<file path="config.mk">
export PLATFORM = sky130hd
export DESIGN_NAME = byteswap_xor_shadow_decode
export DESIGN_NICKNAME = d
export VERILOG_FILES = /design/src/design/byteswap_pkg.sv /design/src/design/decode_if.sv /design/src/design/byteswap_xor_shadow_decode.sv /design/src/design/op_decoder.sv /design/src/design/logic_unit.sv
export VERILOG_INCLUDE_DIRS = /design/src /design/src/design
export SDC_FILE = /design/constraint.sdc
export NUM_CORES = 1
export LEC_CHECK = 0
export ABC_AREA = 1
export BUFFER_PORTS_ARGS = -buffer_cell sky130_fd_sc_hd__buf_2
export CORE_UTILIZATION = 50
export DETAILED_ROUTE_END_ITERATION = 16
export HOLD_SLACK_MARGIN = 0.1
export PLACE_DENSITY = 0.92
export SETUP_SLACK_MARGIN = 0.5
export SYNTH_ARGS = -nofsm -noshare
export SYNTH_HDL_FRONTEND = slang
export SYNTH_SLANG_ARGS = --single-unit
</file>
<file path="constraint.sdc">
create_clock -name mclk -period 1.76 [get_ports mclk]
set_input_delay 0.264 -clock mclk [delete_from_list [all_inputs] [get_ports mclk]]
set_output_delay 0.264 -clock mclk [all_outputs]
set_load 0.05 [all_outputs]
</file>
<file path="src/design/byteswap_consts.svh">
`ifndef BYTESWAP_CONSTS_SVH
`define BYTESWAP_CONSTS_SVH
// instruction field slices
`define F_ROW   31:29
`define F_COL   28:26
`define F_RS    25:21
`define F_RT    20:16
`define F_RD    15:11
`define F_SA    10:6
`define F_FUNC  5:0
`define F_IMM   15:0
// primary table positions, row then column
`define ROW_REGISTER_FUNCTION_CLASS   3'h0
`define COL_REGISTER_FUNCTION_CLASS   3'h0
`define COL_REGISTER_IMMEDIATE_CLASS    3'h1
`define ROW_XOR_WITH_IMMEDIATE      3'h1
`define COL_XOR_WITH_IMMEDIATE      3'h6
`define ROW_COP       3'h2
`define ROW_SPECIAL3  3'h3
`define COL_SPECIAL3  3'h7
`define COL_COP1X     2'h3
`define COP_ONE       2'h1
// secondary field codes
`define FUNC_XOR      6'h26
`define FUNC_BSHFL    6'h20
`define FUNC_ZERO     6'h00
`define SA_ZERO       5'h00
`define SA_WSBH       5'h02
`define RS_ZERO       5'h00
`define RS_WRITE_PREVIOUS_SHADOW_REG     5'h0e
// first architecture release that has the shadow write and byte swap
`define REL_SHADOW    3'h2
// byte lane geometry
`define BYTE_W        8
`define HALF_W        16
`endif

</file>
<file path="src/design/byteswap_pkg.sv">
package byteswap_pkg;
  typedef enum logic [2:0] {
    OP_NONE,
    OP_XOR,
    OP_XOR_WITH_IMMEDIATE,
    OP_WSBH,
    OP_WRITE_PREVIOUS_SHADOW_REG
  } op_type;
  typedef enum logic [2:0] {
    CLS_RSVD,
    CLS_REGISTER_FUNCTION_CLASS,
    CLS_REGISTER_IMMEDIATE_CLASS,
    CLS_XOR_WITH_IMMEDIATE,
    CLS_COP,
    CLS_SPECIAL3
  } class_type;
endpackage

</file>
<file path="src/design/decode_if.sv">
`timescale 1ns/1ps
`default_nettype none
interface decode_if;
  import byteswap_pkg::*;
  op_type     op;
  logic       ri;
  logic       cpu;
  logic [1:0] cop_num;
  modport dec (output op, output ri, output cpu, output cop_num);
  modport sink (input op, input ri, input cpu, input cop_num);
endinterface
`default_nettype wire

</file>
<file path="src/design/byteswap_xor_shadow_decode.sv">
`timescale 1ns/1ps
`default_nettype none
`include "byteswap_consts.svh"
module byteswap_xor_shadow_decode (
  input  wire logic        mclk,
  input  wire logic        rst_n,
  input  wire logic        instr_valid,
  input  wire logic [31:0] instr,
  input  wire logic [2:0]  arch_release,
  input  wire logic [3:0]  cop_usable,
  input  wire logic [3:0]  previous_shadow_set,
  input  wire logic [31:0] src_a_data,
  input  wire logic [31:0] src_b_data,
  output logic      [4:0]  src_a_addr,
  output logic      [4:0]  src_b_addr,
  output logic             retire_r,
  output logic             gpr_we_r,
  output logic             shadow_we_r,
  output logic      [4:0]  wr_addr_r,
  output logic      [3:0]  shadow_set_r,
  output logic      [31:0] wr_data_r,
  output logic             exc_ri_r,
  output logic             exc_cpu_r,
  output logic      [1:0]  exc_cop_r
);
  import byteswap_pkg::*;

  decode_if dbus ();

  wire logic [31:0] alu_result;
  wire logic        exc_any;
  wire logic        gpr_op;
  wire logic        shadow_op;
  wire logic [4:0]  dest_addr;
  wire logic        retire_nxt;
  wire logic        gpr_we_nxt;
  wire logic        shadow_we_nxt;
  wire logic        exc_ri_nxt;
  wire logic        exc_cpu_nxt;

  op_decoder u_dec (
    .instr        (instr),
    .arch_release (arch_release),
    .cop_usable   (cop_usable),
    .dec          (dbus)
  );

  logic_unit u_alu (
    .dec    (dbus),
    .src_a  (src_a_data),
    .src_b  (src_b_data),
    .imm    (instr[`F_IMM]),
    .result (alu_result)
  );

  // operand reads are combinational so the register files answer in the same cycle
  assign src_a_addr = instr[`F_RS];
  assign src_b_addr = instr[`F_RT];

  assign exc_any = dbus.ri | dbus.cpu;
  assign gpr_op = (dbus.op == OP_XOR) || (dbus.op == OP_XOR_WITH_IMMEDIATE) || (dbus.op == OP_WSBH);
  assign shadow_op = (dbus.op == OP_WRITE_PREVIOUS_SHADOW_REG);
  // immediate xor targets the second source field, the rest the destination field
  assign dest_addr = (dbus.op == OP_XOR_WITH_IMMEDIATE) ? instr[`F_RT] : instr[`F_RD];

  assign retire_nxt = instr_valid;
  assign gpr_we_nxt = instr_valid && gpr_op && !exc_any;
  assign shadow_we_nxt = instr_valid && shadow_op && !exc_any;
  assign exc_ri_nxt = instr_valid && dbus.ri;
  assign exc_cpu_nxt = instr_valid && dbus.cpu;

  always_ff @(posedge mclk) begin
    if (!rst_n) begin
      retire_r     <= 1'b0;
      gpr_we_r     <= 1'b0;
      shadow_we_r  <= 1'b0;
      exc_ri_r     <= 1'b0;
      exc_cpu_r    <= 1'b0;
    end else begin
      retire_r     <= retire_nxt;
      gpr_we_r     <= gpr_we_nxt;
      shadow_we_r  <= shadow_we_nxt;
      exc_ri_r     <= exc_ri_nxt;
      exc_cpu_r    <= exc_cpu_nxt;
    end
  end

  // data side only moves on a valid slot, so it holds the last result for debug
  always_ff @(posedge mclk) begin
    if (!rst_n) begin
      wr_addr_r    <= 5'h00;
      shadow_set_r <= 4'h0;
      wr_data_r    <= 32'h0000_0000;
      exc_cop_r    <= 2'h0;
    end else if (instr_valid) begin
      wr_addr_r    <= dest_addr;
      shadow_set_r <= previous_shadow_set;
      wr_data_r    <= alu_result;
      exc_cop_r    <= dbus.cop_num;
    end
  end

  wire logic in_xor;
  wire logic in_xor_with_immediate;
  wire logic in_wsbh;
  wire logic in_write_previous_shadow_reg;
  wire logic early_rel;

  assign in_xor = (instr[31:26] == 6'h00) && (instr[`F_FUNC] == `FUNC_XOR)
                  && (instr[`F_SA] == `SA_ZERO);
  assign in_xor_with_immediate = (instr[`F_ROW] == `ROW_XOR_WITH_IMMEDIATE) && (instr[`F_COL] == `COL_XOR_WITH_IMMEDIATE);
  assign in_wsbh = (instr[`F_ROW] == `ROW_SPECIAL3) && (instr[`F_COL] == `COL_SPECIAL3)
                   && (instr[`F_FUNC] == `FUNC_BSHFL) && (instr[`F_SA] == `SA_WSBH)
                   && (instr[`F_RS] == `RS_ZERO);
  assign in_write_previous_shadow_reg = (instr[`F_ROW] == `ROW_COP) && (instr[`F_COL] == `COL_REGISTER_FUNCTION_CLASS)
                     && (instr[`F_RS] == `RS_WRITE_PREVIOUS_SHADOW_REG) && (instr[`F_SA] == `SA_ZERO)
                     && (instr[`F_FUNC] == `FUNC_ZERO);
  assign early_rel = (arch_release < `REL_SHADOW);
endmodule // byteswap_xor_shadow_decode
`default_nettype wire

</file>
<file path="src/design/op_decoder.sv">
`timescale 1ns/1ps
`default_nettype none
`include "byteswap_consts.svh"
module op_decoder (
  input  wire logic [31:0] instr,
  input  wire logic [2:0]  arch_release,
  input  wire logic [3:0]  cop_usable,
  decode_if.dec            dec
);
  import byteswap_pkg::*;

  function automatic class_type primary_class(input logic [2:0] row, input logic [2:0] col);
    class_type c;
    c = CLS_RSVD;
    case (row)
      `ROW_REGISTER_FUNCTION_CLASS: begin
        if (col == `COL_REGISTER_FUNCTION_CLASS) c = CLS_REGISTER_FUNCTION_CLASS;
        else if (col == `COL_REGISTER_IMMEDIATE_CLASS) c = CLS_REGISTER_IMMEDIATE_CLASS;
      end
      `ROW_XOR_WITH_IMMEDIATE:     c = (col == `COL_XOR_WITH_IMMEDIATE) ? CLS_XOR_WITH_IMMEDIATE : CLS_RSVD;
      `ROW_COP:      c = (col[2] == 1'b0) ? CLS_COP : CLS_RSVD;
      `ROW_SPECIAL3: c = (col == `COL_SPECIAL3) ? CLS_SPECIAL3 : CLS_RSVD;
      default:       c = CLS_RSVD;
    endcase
    return c;
  endfunction

  class_type  cls;
  wire logic  rel_ok;
  wire logic  is_xor;
  wire logic  is_xor_with_immediate;
  wire logic  is_wsbh;
  wire logic  is_write_previous_shadow_reg;
  wire logic  known;
  wire logic  cop_block;
  wire logic [1:0] cop_idx;

  assign cls = primary_class(instr[`F_ROW], instr[`F_COL]);
  assign rel_ok = (arch_release >= `REL_SHADOW);
  // class entries resolved through their own field
  assign is_xor = (cls == CLS_REGISTER_FUNCTION_CLASS) && (instr[`F_FUNC] == `FUNC_XOR)
                  && (instr[`F_SA] == `SA_ZERO);
  assign is_xor_with_immediate = (cls == CLS_XOR_WITH_IMMEDIATE);
  assign is_wsbh = (cls == CLS_SPECIAL3) && (instr[`F_FUNC] == `FUNC_BSHFL)
                   && (instr[`F_SA] == `SA_WSBH) && (instr[`F_RS] == `RS_ZERO);
  assign is_write_previous_shadow_reg = (cls == CLS_COP) && (instr[`F_COL] == `COL_REGISTER_FUNCTION_CLASS)
                     && (instr[`F_RS] == `RS_WRITE_PREVIOUS_SHADOW_REG) && (instr[`F_SA] == `SA_ZERO)
                     && (instr[`F_FUNC] == `FUNC_ZERO);
  // register-immediate members live in another unit, so here they fall to reserved
  assign known = is_xor | is_xor_with_immediate | ((is_wsbh | is_write_previous_shadow_reg) & rel_ok);
  assign cop_idx = (instr[`F_COL] == {1'b0, `COL_COP1X}) ? `COP_ONE : instr[27:26];
  assign cop_block = (cls == CLS_COP) && !cop_usable[cop_idx];

  assign dec.cpu = cop_block;
  assign dec.ri = !cop_block && !known;
  assign dec.cop_num = cop_idx;
  assign dec.op = !known    ? OP_NONE :
                  is_xor    ? OP_XOR :
                  is_xor_with_immediate   ? OP_XOR_WITH_IMMEDIATE :
                  is_wsbh   ? OP_WSBH : OP_WRITE_PREVIOUS_SHADOW_REG;
endmodule // op_decoder
`default_nettype wire

</file>
<file path="src/design/logic_unit.sv">
`timescale 1ns/1ps
`default_nettype none
`include "byteswap_consts.svh"
module logic_unit (
  decode_if.sink             dec,
  input  wire logic [31:0]   src_a,
  input  wire logic [31:0]   src_b,
  input  wire logic [15:0]   imm,
  output logic      [31:0]   result
);
  import byteswap_pkg::*;

  wire logic [31:0] swapped;
  wire logic [31:0] imm_ext;

  genvar h;
  generate
    for (h = 0; h < 2; h++) begin : g_half
      assign swapped[h*`HALF_W +: `BYTE_W] = src_b[h*`HALF_W+`BYTE_W +: `BYTE_W];
      assign swapped[h*`HALF_W+`BYTE_W +: `BYTE_W] = src_b[h*`HALF_W +: `BYTE_W];
    end
  endgenerate

  assign imm_ext = {{`HALF_W{1'b0}}, imm};

  always_comb begin
    case (dec.op)
      OP_XOR:    result = src_a ^ src_b;
      OP_XOR_WITH_IMMEDIATE:   result = src_a ^ imm_ext;
      OP_WSBH:   result = swapped;
      OP_WRITE_PREVIOUS_SHADOW_REG: result = src_b;
      default:   result = src_b;
    endcase
  end
endmodule // logic_unit
`default_nettype wire

</file>
==> impl_metrics.json, run 1 <==
{
  "wl_um": 13300,
  "clockPowerShare": 0.271,
  "drtIter0Drc": 262,
  "cp.required_ns": 1.99,
  "clkSlewWorstSetupHoldPaths_ns": 0.10,
  "rsz0062_at_grt": "true",
  "syn_area_sq_um": 4170,
  "grt_util_all_layers": 0.303,
  "start_kind": "input port",
  "overflow": 0,
  "yosysSeqAreaShare": 0.231,
  "vias": 4943,
  "die_h_um": 93.3,
  "power.switching_mw": 1.08,
  "wl_met1_um": 5300,
  "viasPerCell": 5.11,
  "final_util": 0.727,
  "fp.dieArea_sq_um": 8700,
  "io_pins": 168,
  "coreArea_sq_um": 7890,
  "hold_depth": 3,
  "grt_start_max_net_pins": 38,
  "max_slew_margin": 0.666,
  "setup_viol": 0,
  "crit_path_end_kind": "register",
  "worst_pin_slew_ns": 0.500,
  "crit_type": "input port to register",
  "cts_buffer_depth": 2,
  "cap_violations": 0,
  "io_buffers": 166,
  "post-route-drc-count": 0,
  "insertion_delay_ns": 0.29,
  "root_buffer": "clkbuf_8",
  "powerDensity_nw_per_um2": 522,
  "cts.htree.levels": 2,
  "rows": 32,
  "maxSlewViolCount": 0,
  "drt-wirelength-per-cell_um": 13.7,
  "post_dp_cell_area_sq_um": 5180,
  "antenna_left": 0,
  "num_antenna_cells": 0,
  "antenna_found_initial": 0,
  "status": "completed",
  "syn_avg_cell_area_sq_um": 5.94,
  "grt_pass1_wl_um": 20900,
  "syn-num-nets": 811,
  "final.period_utilization": 0.811,
  "hold_violations": 0,
  "power.share.switching": 0.362,
  "netlist.top_cell.by_area": "dfxtp_1",
  "gp_congestion": 0.858,
  "cp.arrival_ns": 1.66,
  "grt_pass1_vias": 4498,
  "cts_buffers": 5,
  "fp.dieW_um": 93.3,
  "drive_gt1_frac": 0.360,
  "yosys-top-cells-area": "dfxtp_1, nand2_1, xor2_1",
  "vdd.ir_drop.worst_mv": 0.402,
  "r2r_cells": 2,
  "period_needed_ns": 1.43,
  "dp_hpwl_um": 8960,
  "synth.ff_latch_count": 48,
  "worstPathMaxFanout": 8,
  "drtPass1Iterations": 5,
  "p_leak_nw": 3.08,
  "cts.sinks": 48,
  "syn_to_final_growth_pct": 37.7,
  "synth_cells": 701,
  "met2RoutedLength_um": 6420,
  "cts_tree": "yes",
  "top_layer": "met4",
  "power_frac_comb": 0.336,
  "final_cell_area_sq_um": 5740,
  "final_nets": 975,
  "finalClockSkew_ns": 0,
  "fmax_ghz": 0.700,
  "power_frac_seq": 0.393,
  "dr_wl_met3_um": 1170,
  "yosysUniqueCellTypes": 27,
  "start_util": 0.528,
  "internal_power_mw": 1.91,
  "hold_class": "input port to register",
  "synthDominantCellAreaShare": 0.231,
  "setup_tns_ns": 0,
  "yosys_warnings": 0
}
## cell type report
cell class | count | area, sq um
Multi-Input combinational cell | 486 | 2700
Clock buffer | 6 | 72.6
Sequential cell | 48 | 961
Timing Repair Buffer | 201 | 1360
Clock inverter | 2 | 35.0
Fill cell | 651 | 2150
Tap cell | 102 | 128
Inverter | 123 | 474
## registers in the layout, indices dropped and copies added (netlist names)
register	flops
exc_cpu_r	1
wr_data_r	32
exc_ri_r	1
gpr_we_r	1
exc_cop_r	2
shadow_set_r	4
shadow_we_r	1
wr_addr_r	5
retire_r	1
## kinds of logic after synthesis
logic type | share of synthesized area
xor+xnor | 0.101
buf+inv | 0.180
simple gates | 0.417
compound gates | 0.0712
flops | 0.231
## critical path, stage by stage
cell	delay (ns)
buf_8	0.10
nor2_4	0.12
nand2_4	0.08
nor2_4	0.12
nand2_2	0.08
nor2_4	0.17
buf_6	0.12
buf_12	0.12
nand3_2	0.07
nand2_2	0.10
inv_1	0.06
nand3_2	0.05
nand2_1	0.06
a21oi_1	0.13
## cell usage after synthesis (all sizes together)
cell / count
nand4: 6
nor3b: 1
xor2: 48
inv: 96
o211ai: 1
nand2: 232
a21o: 1
clkinv: 27
o21ai: 12
clkbuf: 9
dfxtp: 48
buf: 35
a21oi: 39
nor2: 44
nand3: 100
nor3: 2
## placed cells by master, fill, tap and decap left out, types with 27 or more instances in the layout
master,Yosys,final
clkinv_1,27,27
nor2_1,43,33
buf_2,9,152
xor2_1,48,48
a21oi_1,35,27
nand3_1,77,63
nand2_1,229,206
inv_1,87,81
nand3_2,23,36
dfxtp_1,48,48
## metal layers
| metal | vias up | GRT usage |
|---|---|---|
| li1 | 2448 | - |
| met1 | 2222 | 0.365 |
| met2 | 235 | 0.537 |
| met3 | 38 | 0.0626 |
| met4 | 0 | 0.0962 |
| met5 | - | 0 |
## stage by stage
step / power (mW) / instances / hold WS, ns / setup WS [ns]
2_1_floorplan: 1.81 / 701 / 0.399 / 0.374
3_3_place_gp: 2.11 / 943 / 0.447 / 0.0852
3_5_place_dp: 2.14 / 943 / 0.451 / 0.0217
4_1_cts: 2.98 / 967 / 0.180 / 0.407
5_1_grt: 3.14 / 968 / 0.167 / 0.260
6_report: 3.00 / 968 / 0.182 / 0.332
## power by group through the flow
stage	logic, mW	registers, mW	clock network, mW
global placement	0.915	1.20	0
finish	1.01	1.18	0.811
detailed placement	0.935	1.20	0
CTS	0.980	1.18	0.826
floorplan	0.406	1.41	0
global route	1.08	1.18	0.876
## final timing paths
kind,to,slack [ns],startpoint
setup / recovery,wr_data_r[2],0.33,instr[10]
hold reg to reg,wr_addr_r[4],0.47,wr_addr_r[4]
setup reg to reg,wr_data_r[3],1.05,wr_data_r[3]
hold / removal,shadow_set_r[1],0.18,previous_shadow_set[1]
## what timing repair did
action,CTS,global route
cloned,3,1
pin swaps,10,22
hold buffers,0,0
resized for setup,53,26
endpoints found under the setup margin,32,32
setup buffers,13,0
endpoints found under the hold margin,0,0
Power figures use the tool's default switching activity.
==> inputs of run 2 (changes only) <==
Clock period 1.76 ns to 1.4 ns, I/O delays scaled along.
==> impl_metrics.json, run 2 (same netlist as run 1, synthesis figures left out) <==
{
  "power.share.switching": 0.374,
  "fin_ws_ns": 0.000574,
  "gp_congestion": 0.886,
  "period_needed_ns": 1.40,
  "cp_num_cells": 13,
  "root_buffer": "clkbuf_8",
  "insertion_delay_ns": 0.30,
  "reg_top3": "wr_data_r x32, wr_addr_r x5, shadow_set_r x4",
  "r2r_cells": 3,
  "r2r_slack_ns": 0.66,
  "final_util": 0.832,
  "rr_endpoint": "wr_data_r[15]",
  "power_frac_seq": 0.383,
  "cts_tree": "yes",
  "start_util": 0.528,
  "vdd.ir_drop.worst_mv": 0.418,
  "regMostFlops": "wr_data_r",
  "worstPathMaxFanout": 9,
  "drtPass1Iterations": 5,
  "reg2reg_from": "wr_data_r[15]",
  "drt-wirelength-per-cell_um": 15.8,
  "rsz0062_at_grt": "true",
  "syn_to_final_growth_pct": 57.5,
  "cts_buffer_depth": 2,
  "grt_start_max_net_pins": 47,
  "dp_hpwl_um": 9280,
  "final_nets": 1009,
  "cpPeakStageDelay_ns": 0.25,
  "power.switching_mw": 1.49,
  "grt_pass1_vias": 4998,
  "wl_um": 15800,
  "num_antenna_cells": 0,
  "cap_violations": 0,
  "whs_endpoint": "shadow_set_r[2]",
  "maxSlewViolCount": 0,
  "place_inst": 972,
  "fin_cells": 1002,
  "fmax_ghz": 0.715,
  "cp_top_family": "simple AND/OR/NAND/NOR gates",
  "crit_slowest_cell": "clkbuf_16",
  "crit_path_end_kind": "register",
  "cp.required_ns": 1.64,
  "final_cell_mix": "nand2_1, buf_2, inv_1, nand3_1",
  "grt_util_all_layers": 0.330,
  "io_pins": 168,
  "place_ws_ns": -0.255,
  "path_common_cell": "nand2_2",
  "setup_tns_ns": 0,
  "clockPowerShare": 0.235,
  "vias": 5312,
  "hold_ws_ns": 0.124,
  "internal_power_mw": 2.49,
  "antenna_left": 0,
  "hold_violations": 0,
  "viasPerCell": 5.30,
  "grt_pass1_wl_um": 22800,
  "rows": 32,
  "cts_buffers": 5,
  "p_leak_nw": 3.40,
  "setup_viol": 0,
  "antenna_found_initial": 0,
  "post-route-drc-count": 0,
  "die_h_um": 93.3,
  "finalClockSkew_ns": 0,
  "drtIter0Drc": 363,
  "crit_type": "input port to register",
  "clkSlewWorstSetupHoldPaths_ns": 0.11,
  "fp.dieArea_sq_um": 8700,
  "cp.arrival_ns": 1.64,
  "powerDensity_nw_per_um2": 606,
  "hold_depth": 3,
  "cp_num_buf_inv": 4,
  "drive_gt1_frac": 0.441,
  "final.period_utilization": 1.00,
  "hold_class": "input port to register",
  "io_buffers": 166,
  "worst_pin_slew_ns": 0.272,
  "start_kind": "input port",
  "max_slew_margin": 0.818,
  "overflow": 0,
  "coreArea_sq_um": 7890,
  "crit_chain": "buf_2, inv_2, nand2_4, nor2_2, nand2_2, nor2_4, nand4_4, clkbuf_16, nand3_2, nand2_1, clkinv_1, nand2_2, a21oi_1",
  "fp.dieW_um": 93.3,
  "cts.htree.levels": 2,
  "largest_reg_flops": 32,
  "cts.sinks": 48,
  "cts-hold-fix-buffers": 0,
  "hold_start": "previous_shadow_set[2]",
  "final_common_cell": "nand2_1",
  "power_frac_comb": 0.382,
  "status": "completed"
}
## run 2: changes by cell type in the layout (fill, tap and decap cells not counted), sizes merged
| cell | change |
|---|---|
| clkbuf | +4 |
| inv | +1 |
| buf | +30 |
| bufinv | -1 |
| clkinv | -2 |
| clkinvlp | +2 |
## run 2: routing by layer
metal / up-vias / track usage / share of wire
met5: - / 0 / 0
met3: 66 / 0.0618 / 0.086
met1: 2395 / 0.367 / 0.37
met4: 0 / 0.156 / 0.043
met2: 332 / 0.602 / 0.50
li1: 2519 / - / -
## run 2: tightest hold or removal path, cell delays in order
cell and delay, ns:
buf_2 0.08, nor2_1 0.03, nor2_1 0.08
## run 2: how the worst max path moves through the flow
stage | start | to
final | instr[4] | wr_data_r[4]
after global routing | instr[24] | wr_data_r[5]
after detailed placement | instr[9] | wr_data_r[0]
after CTS | instr[3] | wr_data_r[27]
after global placement | instr[9] | wr_data_r[11]
after floorplan | instr[9] | wr_data_r[11]
## run 2: layout make-up
class,count,area (sq um)
multi-input cells,486,2730
repair buffers,235,2110
fillers,466,1330
flip-flops and latches,48,1020
inverters,123,477
well taps,102,128
clock buffers,6,82.6
clock inverters,2,15.0
## run 2: power groups by stage
stage / combinational, mW / clock [mW] / sequential, mW
final: 1.52 / 0.933 / 1.53
after detailed placement: 1.24 / 0 / 1.51
after floorplan: 0.512 / 0 / 1.77
after global routing: 1.61 / 0.996 / 1.53
after CTS: 1.40 / 0.934 / 1.52
after global placement: 1.21 / 0 / 1.51
## run 2: per-stage QoR
| stage | total power, mW | area [sq um] |
|---|---|---|
| final | 3.98 | 6560 |
| after global routing | 4.14 | 6560 |
| after CTS | 3.85 | 6180 |
| after detailed placement | 2.75 | 5440 |
| after global placement | 2.72 | 5440 |
| after floorplan | 2.28 | 4330 |
## run 2: timing repair
action / 4_1_cts / 5_1_grt
buffers inserted: 8 / 7
endpoints found under the setup margin: 87 / 89
pin swaps: 18 / 22
gates resized for setup: 198 / 69
endpoints found under the hold margin: 0 / 0
gates cloned: 3 / 4
==> inputs of run 3 (changes only) <==
Clock period 1.4 ns to 1.6 ns, I/O delays scaled along.
==> impl_metrics.json, run 3 (same netlist as run 1, synthesis figures left out) <==
{
  "status": "completed",
  "rsz0062_at_grt": "true",
  "rows": 32,
  "wl_um": 14700,
  "power_frac_seq": 0.355,
  "whs_endpoint": "shadow_set_r[0]",
  "seqCellArea_sq_um": 1000,
  "start_util": 0.528,
  "overflow": 0,
  "reg2reg_from": "exc_cop_r[0]",
  "path_common_cell": "nand2_1",
  "grt_pass1_wl_um": 21300,
  "drt-wirelength-per-cell_um": 14.9,
  "period_needed_ns": 1.35,
  "cp.required_ns": 1.83,
  "vdd.ir_drop.worst_mv": 0.406,
  "multi_input_area_sq_um": 2760,
  "hold_ws_ns": 0.159,
  "power.switching_mw": 1.30,
  "root_buffer": "clkbuf_8",
  "drtIter0Drc": 249,
  "powerDensity_nw_per_um2": 575,
  "cts.sinks": 48,
  "syn_to_final_growth_pct": 55.1,
  "hold_violations": 0,
  "post-route-drc-count": 0,
  "largest_reg_flops": 32,
  "clockPowerShare": 0.300,
  "r2r_cells": 2,
  "regMostFlops": "wr_data_r",
  "rr_endpoint": "exc_cop_r[0]",
  "final_nets": 999,
  "crit_type": "input port to register",
  "antenna_left": 0,
  "final_cell_mix": "nand2_1, buf_2, inv_1, buf_6, nand3_1",
  "crit_slowest_cell": "o21ai_4",
  "fp.dieArea_sq_um": 8700,
  "hold_depth": 3,
  "reg_top3": "wr_data_r x32, wr_addr_r x5, shadow_set_r x4",
  "vias": 5143,
  "fill_cells": 526,
  "grt_start_max_net_pins": 38,
  "insertion_delay_ns": 0.31,
  "crit_path_end_kind": "register",
  "power.share.switching": 0.351,
  "hold_class": "input port to register",
  "setup_tns_ns": 0,
  "grt_pass1_vias": 4676,
  "coreArea_sq_um": 7890,
  "cp.arrival_ns": 1.58,
  "num_antenna_cells": 0,
  "fmax_ghz": 0.742,
  "final_cell_area_sq_um": 6460,
  "finalClockSkew_ns": 0,
  "hold_start": "previous_shadow_set[0]",
  "cts_tree": "yes",
  "worstPathMaxFanout": 6,
  "clkSlewWorstSetupHoldPaths_ns": 0.11,
  "cts_buffers": 5,
  "start_kind": "input port",
  "io_pins": 168,
  "io_buffers": 166,
  "die_h_um": 93.3,
  "internal_power_mw": 2.41,
  "p_leak_nw": 3.36,
  "cts_buffer_depth": 2,
  "maxSlewViolCount": 0,
  "crit_chain": "buf_4, nor2_4, nand2_2, o21ai_4, nand4_4, buf_12, buf_8, nand3_2, nand2_1, clkinv_1, nand2_1, a21oi_1",
  "power_mw": 3.71,
  "viasPerCell": 5.18,
  "grt_util_all_layers": 0.307,
  "setup_viol": 0,
  "worst_pin_slew_ns": 0.420,
  "dp_hpwl_um": 9100,
  "antenna_found_initial": 0,
  "cpPeakStageDelay_ns": 0.19,
  "gp_congestion": 0.813,
  "final.period_utilization": 0.843,
  "post_dp_cell_area_sq_um": 5320,
  "max_slew_margin": 0.717,
  "final_common_cell": "nand2_1",
  "cts-hold-fix-buffers": 0,
  "cts.htree.levels": 2,
  "cap_violations": 0,
  "drtPass1Iterations": 6,
  "r2r_slack_ns": 0.87,
  "drive_gt1_frac": 0.425,
  "fp.dieW_um": 93.3,
  "power_frac_comb": 0.344
}
-- run 3: cell count changes in the layout (fill, tap and decap cells not counted), moves of 4 or more --
cell	before	now
inv_1	81	77
nand3_2	33	40
dfxtp_1	1	16
buf_6	21	69
nand2_2	24	19
dfxtp_2	47	32
buf_8	45	10
buf_2	106	99
buf_4	48	35
nand3_1	63	58
-- run 3: power by group through the flow --
stage	registers (mW)	clock network (mW)	logic, mW
floorplan	1.55	0	0.447
global placement	1.32	0	1.03
detailed placement	1.32	0	1.05
CTS	1.30	1.11	1.17
global route	1.33	1.17	1.36
finish	1.32	1.12	1.28
-- run 3: critical path, delay by kind of cell --
kind                   cells  cell delay (ns)
and+or+nand+nor            6             0.47
buffers and inverters      4             0.50
AOI/OAI and AO/OA          2             0.36
-- run 3: how the worst max path moves through the flow --
stage / startpoint / end / depth (start not counted) / slack, ns
final: instr[29] / wr_data_r[26] / 12 / 0.25
after global routing: instr[0] / wr_data_r[29] / 14 / 0.17
after CTS: instr[4] / wr_data_r[0] / 12 / 0.34
after detailed placement: instr[30] / wr_data_r[0] / 12 / -0.09
after global placement: instr[6] / wr_data_r[0] / 13 / -0.03
after floorplan: instr[9] / wr_data_r[30] / 13 / 0.24
-- run 3: repair_timing --
action / in CTS / in global routing
endpoints found under the setup margin: 80 / 80
gates resized for setup: 135 / 120
gates cloned: 1 / 3
pin swaps: 16 / 29
setup buffers: 14 / 5
-- run 3: layout make-up --
| class | instances | share of cell area |
|---|---|---|
| inverters | 123 | 0.0761 |
| multi-input cells | 486 | 0.428 |
| clock inverters | 3 | 0.0107 |
| clock buffers | 5 | 0.0107 |
| flip-flops and latches | 48 | 0.155 |
| repair buffers | 225 | 0.300 |
| well taps | 102 | 0.0198 |
-- run 3: stage by stage --
stage,setup WS (ns),utilization,cells
2_1_floorplan,0.239,-,701
3_3_place_gp,-0.0297,0.674,961
3_5_place_dp,-0.0875,0.674,961
4_1_cts,0.338,0.758,984
5_1_grt,0.172,0.819,992
6_report,0.252,0.819,992
-- run 3: per-layer routing --
| layer | part of all wire | global-route usage | up-vias |
|---|---|---|---|
| li1 | - | - | 2489 |
| met1 | 0.38 | 0.357 | 2355 |
| met2 | 0.51 | 0.563 | 254 |
| met3 | 0.070 | 0.0537 | 45 |
| met4 | 0.032 | 0.106 | 0 |
| met5 | 0 | 0 | - |
